`config.mk`:
```
export PLATFORM = sky130hd
export DESIGN_NAME = exec_core
export DESIGN_NICKNAME = d
export VERILOG_FILES = /design/src/exec_pkg.sv /design/src/exec_core.sv /design/src/exec_sub.sv
export SDC_FILE = /design/constraint.sdc
export NUM_CORES = 1
export LEC_CHECK = 0
export ABC_AREA = 1
export BUFFER_PORTS_ARGS = -buffer_cell sky130_fd_sc_hd__clkbuf_2
export CAP_MARGIN = 20
export CORE_AREA = 2 2 73 75
export CTS_CLUSTER_SIZE = 24
export DETAILED_ROUTE_END_ITERATION = 16
export DIE_AREA = 0 0 75 77
export PLACE_DENSITY = 0.75
export SYNTH_ARGS = -nofsm -noshare
export SYNTH_HDL_FRONTEND = slang
export SYNTH_SLANG_ARGS = --single-unit
```
`constraint.sdc`:
```
create_clock -name mclk_i -period 2.9 [get_ports mclk_i]
set_input_delay 0.87 -clock mclk_i [delete_from_list [all_inputs] [get_ports mclk_i]]
set_output_delay 0.87 -clock mclk_i [all_outputs]
set_load 0.01 [all_outputs]
```
`src/exec_pkg.sv`:
```
// Constants and types for the five-instruction execution block
package exec_pkg;
    localparam int DATA_W = 8;
    localparam int ADDR_W = 7;
    localparam int PC_W = 13;
    localparam logic [7:0] ACC_RST = 8'h00;
    localparam logic PD_N_RST = 1'b1;
    localparam logic TO_N_RST = 1'b1;
    localparam logic [PC_W-1:0] PC_RST = 13'h0000;
    localparam logic FLAG_RST = 1'b0;
    localparam logic OSC_RUN_RST = 1'b1;
    localparam logic BUSY_RST = 1'b0;
    localparam logic DEST_ACC = 1'b0;
    localparam logic DEST_REG = 1'b1;

    typedef enum logic [2:0] {
        OP_NONE = 3'h0,
        OP_SLEEP = 3'h1,
        OP_RETURN = 3'h2,
        OP_ROTATE = 3'h3,
        OP_SUB_LIT = 3'h4,
        OP_SUB_REG = 3'h5
    } op_t;

    typedef enum logic [1:0] {
        ST_RUN = 2'b00,
        ST_RET2 = 2'b01,
        ST_HALT = 2'b10
    } state_t;
endpackage : exec_pkg

```
`src/exec_core.sv`:
```
// Execute stage for power-down, return, rotate right and both subtracts
`timescale 1ns/1ps
module exec_core (
    input wire logic mclk_i,
    input wire logic reset_i,
    input wire logic issue_i,
    input wire exec_pkg::op_t op_i,
    input wire logic dest_i,
    input wire logic [exec_pkg::ADDR_W-1:0] reg_addr_i,
    input wire logic [7:0] reg_data_i,
    input wire logic [7:0] literal_i,
    input wire logic [exec_pkg::PC_W-1:0] stack_top_i,
    input wire logic wake_i,
    output logic [7:0] acc_o,
    output logic carry_o,
    output logic nibble_overflow_bit_o,
    output logic zero_o,
    output logic powerdown_status_n_o,
    output logic timeout_status_n_o,
    output logic watchdog_clear_o,
    output logic stack_pop_o,
    output logic [exec_pkg::PC_W-1:0] pc_o,
    output logic pc_load_o,
    output logic reg_we_o,
    output logic [exec_pkg::ADDR_W-1:0] reg_waddr_o,
    output logic [7:0] reg_wdata_o,
    output logic osc_run_o,
    output logic busy_o
);
    import exec_pkg::*;

    state_t state_q;
    logic running;
    logic take;
    logic take_sleep;
    logic take_return;
    logic take_rotate;
    logic take_sub_lit;
    logic take_sub_reg;
    logic take_sub;
    logic take_alu;
    logic alu_to_reg;
    logic halt_stay;
    logic [7:0] sub_a;
    logic [7:0] diff;
    logic sub_c;
    logic sub_dc;
    logic sub_z;
    logic [7:0] rot_res;
    logic [7:0] result;

    // New instructions are only taken while running; a refused issue is dropped
    assign running = (state_q == ST_RUN);
    assign take = issue_i && running;
    assign take_sleep = take && (op_i == OP_SLEEP);
    assign take_return = take && (op_i == OP_RETURN);
    assign take_rotate = take && (op_i == OP_ROTATE);
    assign take_sub_lit = take && (op_i == OP_SUB_LIT);
    assign take_sub_reg = take && (op_i == OP_SUB_REG);
    assign take_sub = take_sub_lit || take_sub_reg;
    // Only rotate and register subtract honour the destination bit
    assign take_alu = take_rotate || take_sub_reg;
    assign alu_to_reg = take_alu && (dest_i == DEST_REG);
    // The edge that sees wake already leaves the halt
    assign halt_stay = (state_q == ST_HALT) && !wake_i;

    assign sub_a = (op_i == OP_SUB_LIT) ? literal_i : reg_data_i;
    assign rot_res = {carry_o, reg_data_i[7:1]};
    assign result = (op_i == OP_ROTATE) ? rot_res : diff;

    exec_sub u_sub (
        .minuend_i(sub_a),
        .subtrahend_i(acc_o),
        .diff_o(diff),
        .carry_o(sub_c),
        .nibble_o(sub_dc),
        .zero_o(sub_z)
    );

    // Sequencer: return holds a second cycle, power-down halts until wake
    always_ff @(posedge mclk_i) begin
        if (reset_i) begin
            state_q <= ST_RUN;
        end else begin
            unique case (state_q)
                ST_RUN: begin
                    if (take_return) begin
                        state_q <= ST_RET2;
                    end else if (take_sleep) begin
                        state_q <= ST_HALT;
                    end
                end
                ST_RET2: begin
                    state_q <= ST_RUN;
                end
                ST_HALT: begin
                    if (!halt_stay) begin
                        state_q <= ST_RUN;
                    end
                end
                // The unused code falls back to run rather than lock up
                default: begin
                    state_q <= ST_RUN;
                end
            endcase
        end
    end

    // Busy is high exactly while the current state is not run
    always_ff @(posedge mclk_i) begin
        if (reset_i) begin
            busy_o <= BUSY_RST;
        end else begin
            busy_o <= take_return || take_sleep || halt_stay;
        end
    end

    // Oscillator stops for the whole halt
    always_ff @(posedge mclk_i) begin
        if (reset_i) begin
            osc_run_o <= OSC_RUN_RST;
        end else begin
            osc_run_o <= !(take_sleep || halt_stay);
        end
    end

    // One pulse; the watchdog clears its counter and prescaler together on it
    always_ff @(posedge mclk_i) begin
        if (reset_i) begin
            watchdog_clear_o <= 1'b0;
        end else begin
            watchdog_clear_o <= take_sleep;
        end
    end

    // Status bits move only on power-down here; wake logic outside owns the rest
    always_ff @(posedge mclk_i) begin
        if (reset_i) begin
            powerdown_status_n_o <= PD_N_RST;
        end else if (take_sleep) begin
            powerdown_status_n_o <= 1'b0;
        end
    end

    always_ff @(posedge mclk_i) begin
        if (reset_i) begin
            timeout_status_n_o <= TO_N_RST;
        end else if (take_sleep) begin
            timeout_status_n_o <= 1'b1;
        end
    end

    // Pop and load share one edge, so the popped top reaches the PC at once
    always_ff @(posedge mclk_i) begin
        if (reset_i) begin
            stack_pop_o <= 1'b0;
            pc_load_o <= 1'b0;
        end else begin
            stack_pop_o <= take_return;
            pc_load_o <= take_return;
        end
    end

    always_ff @(posedge mclk_i) begin
        if (reset_i) begin
            pc_o <= PC_RST;
        end else if (take_return) begin
            pc_o <= stack_top_i;
        end
    end

    // Literal subtract ignores the destination bit and always lands here
    always_ff @(posedge mclk_i) begin
        if (reset_i) begin
            acc_o <= ACC_RST;
        end else if (take_sub_lit) begin
            acc_o <= diff;
        end else if (take_alu && (dest_i == DEST_ACC)) begin
            acc_o <= result;
        end
    end

    // Address and data hold after a write; only the one-cycle strobe marks it
    always_ff @(posedge mclk_i) begin
        if (reset_i) begin
            reg_we_o <= 1'b0;
            reg_waddr_o <= '0;
            reg_wdata_o <= 8'h00;
        end else begin
            reg_we_o <= alu_to_reg;
            if (alu_to_reg) begin
                reg_waddr_o <= reg_addr_i;
                reg_wdata_o <= result;
            end
        end
    end

    // Carry: rotate shifts the old low bit out, subtracts give not-borrow
    always_ff @(posedge mclk_i) begin
        if (reset_i) begin
            carry_o <= FLAG_RST;
        end else if (take_rotate) begin
            carry_o <= reg_data_i[0];
        end else if (take_sub) begin
            carry_o <= sub_c;
        end
    end

    // Nibble flag: only the subtracts touch it, return and rotate leave it
    always_ff @(posedge mclk_i) begin
        if (reset_i) begin
            nibble_overflow_bit_o <= FLAG_RST;
        end else if (take_sub) begin
            nibble_overflow_bit_o <= sub_dc;
        end
    end

    // Zero: subtracts only
    always_ff @(posedge mclk_i) begin
        if (reset_i) begin
            zero_o <= FLAG_RST;
        end else if (take_sub) begin
            zero_o <= sub_z;
        end
    end
endmodule : exec_core

```
`src/exec_sub.sv`:
```
// Two's complement subtractor with borrow-style flags
`timescale 1ns/1ps
module exec_sub (
    input wire logic [7:0] minuend_i,
    input wire logic [7:0] subtrahend_i,
    output logic [7:0] diff_o,
    output logic carry_o,
    output logic nibble_o,
    output logic zero_o
);
    logic [8:0] full;
    logic [4:0] low;
    // Minuend plus inverted subtrahend plus one; carry out means no borrow
    assign full = {1'b0, minuend_i} + {1'b0, ~subtrahend_i} + 9'h001;
    assign low = {1'b0, minuend_i[3:0]} + {1'b0, ~subtrahend_i[3:0]} + 5'h01;
    assign diff_o = full[7:0];
    assign carry_o = full[8];
    assign nibble_o = low[4];
    assign zero_o = (full[7:0] == 8'h00);
endmodule : exec_sub
```
### Word-level counts from Yosys, hierarchy flattened

Index checks and enable logic that the tools add are counted.
W data, S select, Z words.

* register bits after elaboration: 47
* input port bits: 44
* output and inout bits: 47
* logic and storage cells: 60

* multiplexer cells: 10
* add/sub/neg operators: 4
* reduce and logical (&&, ||, !) cells: 21
* equal/unequal tests: 8
* bitwise logic cells: 3

Operator list (count)
* $mux W8: 4
* $add A8 B8 Y9: 1
* $add A9 B1 Y9 const B: 1
* $logic_and A1 B1 Y1: 9
* $logic_not A8 Y1: 1
* $not A8 Y8: 1
* $eq A3 B2 Y1 const B: 2
* $eq A3 B3 Y1 const B: 2
* $mux W2: 3
* $add A4 B4 Y5: 1
* $add A5 B1 Y5 const B: 1
* $logic_or A1 B1 Y1: 5
* $not A4 Y4: 1
* $pmux W2 S2: 1
* $reduce_bool A2 Y1: 2
* $eq A3 B1 Y1 const B: 1
* $ne A3 B1 Y1 const B: 1
* $eq A2 B2 Y1 const B: 1
* $logic_not A1 Y1: 2
* $logic_not A2 Y1: 1
* $mux W1: 2
* $ne A2 B2 Y1 const B: 1
* $reduce_and A2 Y1: 1
* $not A1 Y1: 1

### Logic depth before layout (Yosys ltp)

* depth in word-level cells: 7
* depth in mapped cells: 19

### Modules after synthesis

From an unflattened synthesis, not the netlist that was laid out.

* cells, all modules: 403
* area total of the unflattened synthesis: 2691.3 sq um

By module, submodules not included
* exec_core: seq. area each 940.9 sq um, area each 2184.6 sq um, cells each 308, instances 1
* exec_sub: seq. area each 0.0 sq um, area each 506.7 sq um, cells each 95, instances 1

### Least setup slack after synthesis

No wires, ideal clock.

* kind: input-to-reg
* start point: input port op_i[2]
* end point: register reg_wdata_o[6]
* required time: 2.791 ns
* arrival time: 2.566 ns
* stages: 17
* slack: 0.225 ns
* cell sequence: inv_1 -> nor2_4 -> nand2_4 -> mux2i_1 -> ha_1 -> inv_1 -> fa_1 -> nand2_1 -> nand3_1 -> nand3_1 -> nand2_1 -> nand2_1 -> nand3_1 -> nand2_1 -> nand2_1 -> nand2_1 -> inv_1

* cells in the longest elaborated chain, start to end: 5
* elaborated cells between the ends (all ways): 11
* classes of those cells: 2 x add/sub; 3 x eq/ne; 2 x mux; 4 x reduce/logical

RTL lines
* from (decl): RTL line exec_core.sv:7 `input wire exec_pkg::op_t op_i,`
* $eq A3 B3 Y1: RTL line exec_core.sv:67 `assign sub_a = (op_i == OP_SUB_LIT) ? literal_i : reg_data_i;`
* $mux W8: RTL line exec_core.sv:67
* $add A8 B8 Y9: RTL line exec_sub.sv:14 `assign full = {1'b0, minuend_i} + {1'b0, ~subtrahend_i} + 9'h001;`
* $add A9 B1 Y9: RTL line exec_sub.sv:14
* $mux W8: RTL line exec_core.sv:69 `assign result = (op_i == OP_ROTATE) ? rot_res : diff;`
* to (signal assigned): RTL line exec_core.sv:193 `reg_wdata_o <= result;`
* to (decl): RTL line exec_core.sv:26 `output logic [7:0] reg_wdata_o,`

Several ways; a longest one is shown, not always the timed one.
A chain may end at the register's enable or synchronous reset.

### Worst setup path in the final report

Ends and elaborated chain as after synthesis.

==> impl_results.md <==
* Vias in the first global route at 2312
* Crit path largest cell delay at around 0.42 ns
* Ys flop type: dfxtp_1
* N_diodes at 0
* Postcts setup bufs at 0
* Proportion of layout cells with a drive suffix above 1 at 0.257
* Via/cell ratio at about 4.7
* Clk root buf: clkbuf_8
* Reg clk slew, reported paths at 0.09 ns
* Final setup vio count at 0
* Ys async rst share at 0
* DR pass1 iterations at 4
* Syn-to-layout area delta at 25.2%
* Crit path time final at between 2 and 3 ns
* Antenna Violating Nets Remaining at 0
* Initial DRC Count at about 140
* Post-layout util at 0.590
* Crit path max-delay family: simple AND/OR/NAND/NOR gates
* Syn_area_per_cell at between 6 and 7 um^2
* Post-synth cell types at 28
* Slowest CP cell: fa_1
* Syn Nets at 400
* Placer Congestion at about 0.92
* Fin Setup TNS at 0 ns
* Largest net degree at the start of global routing at 22
* I/O pin count at ~90
* CTS buffer count at 5
* Synthesized area at 2350 um^2
* Most frequent cell after synthesis: nand2_1
* IO Port Bufs at 89
* Post-Route WL at about 6.1 mm
* Crit path from: op_i[2]
* Critical path buffers and inverters at 4
* Worst path most repeated cell: nand2_1
* Seq/Total Area, Yosys at 0.401
* Final Total Pwr at between 0.001 and 0.0015 W
* Required time worst endpoint at roughly 3.1 ns
* CTS H-tree lvls at 2
* Status: finished, final reports clean
* FP Rows at 26
* Maximum clock rate at slightly below 400 MHz
* Post-synth EDFFs at 0
* Worst Hold Class: register to register
* Largest cells by area after synthesis: dfxtp_1 (40%), nand2_1 (13%), nor2_1 (10%)
* CTS sink cnt at 47
* Hold path startpoint: powerdown_status_n_o$_SDFFE_PP1P_
* Slew headroom at 0.597
* Unrepaired setup endpoints after global routing: no
* Least-Margin Pin Slew at ~0.6 ns
* Final Hold Violating Endpoints at 0
* Die ar. at roughly 5800 um^2
* Lkg Pwr at 1.54 nW
* # resized after CTS at 0
* CP Launch Type: primary input
* Overflow after GRT at 0
* Core footprint at roughly 5000 um^2
* Initial antenna violation count at 0
* Worst setup EP type: register
* Clock latency at the later pin of the worst-skew pair at 0.30 ns
* CTS Hold Bufs at 0
* Crit path kind: primary input to register
* Vias at ~2400
* CP Cell Sequence: clkbuf_2 > inv_1 > nor2_4 > nand2_4 > mux2i_1 > ha_1 > inv_1 > fa_1 > nand2_1 > nand3_1 > nand3_1 > nand2_1 > nand2_1 > nand3_1 > nand2_1 > nand2_1 > nand2_1 > inv_1
* Layout Nets at just under 500
* Avg WL per Cell at about 12 um
* Residual DRC count at 0
* Final Cycle Share at 0.885
* Final non-filler cell total at approximately 510
* Yosys reg bits at 47
* Filler cells at 495
* DIE HEIGHT at around 77 um
* Dominant cell type by area after synthesis: dfxtp_1
* Post-synth top area share at 0.401
* DP Wirelength at approximately 4.7 mm
* Die width at about 75 um
* MaxCap Viol Count at 0
* Fin Hold WS at ~0.46 ns
* Gr usage total at 0.225
* Slew Limit Fails at 0
* Peak VDD IR at 0.000343 V
* First-pass GRT wire length at 10.3 mm
* Ys Warns at 0
* CTS tree: done
* Starting density of the core at 0.472
* Worst r2r src: acc_o[0]$_SDFFE_PP0P_
* Dpl cells at approximately 500
* Clock Path Buffers at 2
* CP arrival at about 2.8 ns
* Post-Synthesis Cells at ~350
* Clk_skew at about 0.0046 ns
* Power Dens Cells at 481 nW/um^2
* Most frequent cells after synthesis: nand2_1 (79), nor2_1 (65), dfxtp_1 (47), inv_1 (40), o21ai_0 (34)
* Largest fanout on the critical path at 4
report_power, final:
group | internal [W] | switching [W]
clock network | 0.000195 | 0.000226
registers | 0.000670 | 0.0000141
logic | 0.000120 | 0.000189
metal layers:
metal  up-vias  global-route usage  wire length [um]
li1       1265                   -                 -
met1      1044               0.289              2810
met2        73               0.363              2750
met3        13              0.0499               374
met4         0              0.0804               125
met5         -                   0                 0
per-stage QoR:
stage / worst slack [ns] / area, um^2
floorplan: 0.225 / 2350
global placement: 0.0511 / 2840
detailed placement: 0.0103 / 2840
CTS: 0.329 / 2940
global route: 0.0995 / 2940
finish: 0.334 / 2940
path summary, 6_finish.rpt:
path                                        to  slack (ns)  cells past startpoint
max                reg_wdata_o[6]$_SDFFE_PP0P_        0.33                     18
min reg2reg  powerdown_status_n_o$_SDFFE_PP1P_        0.46                      2
max reg2reg        reg_wdata_o[6]$_SDFFE_PP0P_        1.04                     13
min          powerdown_status_n_o$_SDFFE_PP1P_        0.46                      2
flip-flops by register name, indices dropped and copies added, names as in the netlist:
name and cells:
pc_o 13, acc_o 8, reg_wdata_o 8, reg_waddr_o 7, state_q 2, busy_o 1, carry_o 1, nibble_overflow_bit_o 1
osc_run_o 1, pc_load_o 1, powerdown_status_n_o 1, reg_we_o 1, watchdog_clear_o 1, zero_o 1
worst register-to-register path: stages (launching register included):
cell,delay [ns]
dfxtp_1,0.37
ha_1,0.15
inv_1,0.06
fa_1,0.42
nand2_1,0.09
nand3_1,0.13
nand3_1,0.12
nand2_1,0.05
nand2_1,0.08
nand3_1,0.09
nand2_1,0.07
nand2_1,0.04
nand2_1,0.06
inv_1,0.03
kinds of logic after synthesis:
kind of cell	share of synthesized area
and+or+nand+nor	0.302
AOI/OAI and AO/OA	0.132
adders and majority gates	0.0512
xor gates and xnor gates	0.00373
buffers and inverters	0.101
DFF	0.401
other	0.00160
muxes	0.00853
area by class of cell:
class	count	area, um^2	area share
multi-input combinational	243	1170	0.398
sequential	47	941	0.320
timing repair buffer	94	483	0.164
inverter	43	161	0.0549
tap	70	87.6	0.0298
clock buffer	6	82.6	0.0281
clock inverter	2	13.8	0.00468
layout by cell type (no fill, tap or decap), types with 3 or more instances in the layout:
| cell | count |
|---|---|
| o21ai_0 | 34 |
| ha_1 | 8 |
| nand3_1 | 21 |
| nor2_1 | 65 |
| nand2_1 | 79 |
| inv_2 | 3 |
| a21oi_1 | 17 |
| clkbuf_8 | 6 |
| dfxtp_1 | 47 |
| buf_4 | 5 |
| inv_1 | 40 |
| clkbuf_2 | 89 |
| nand4_1 | 3 |
Power figures use the tool's default switching activity.
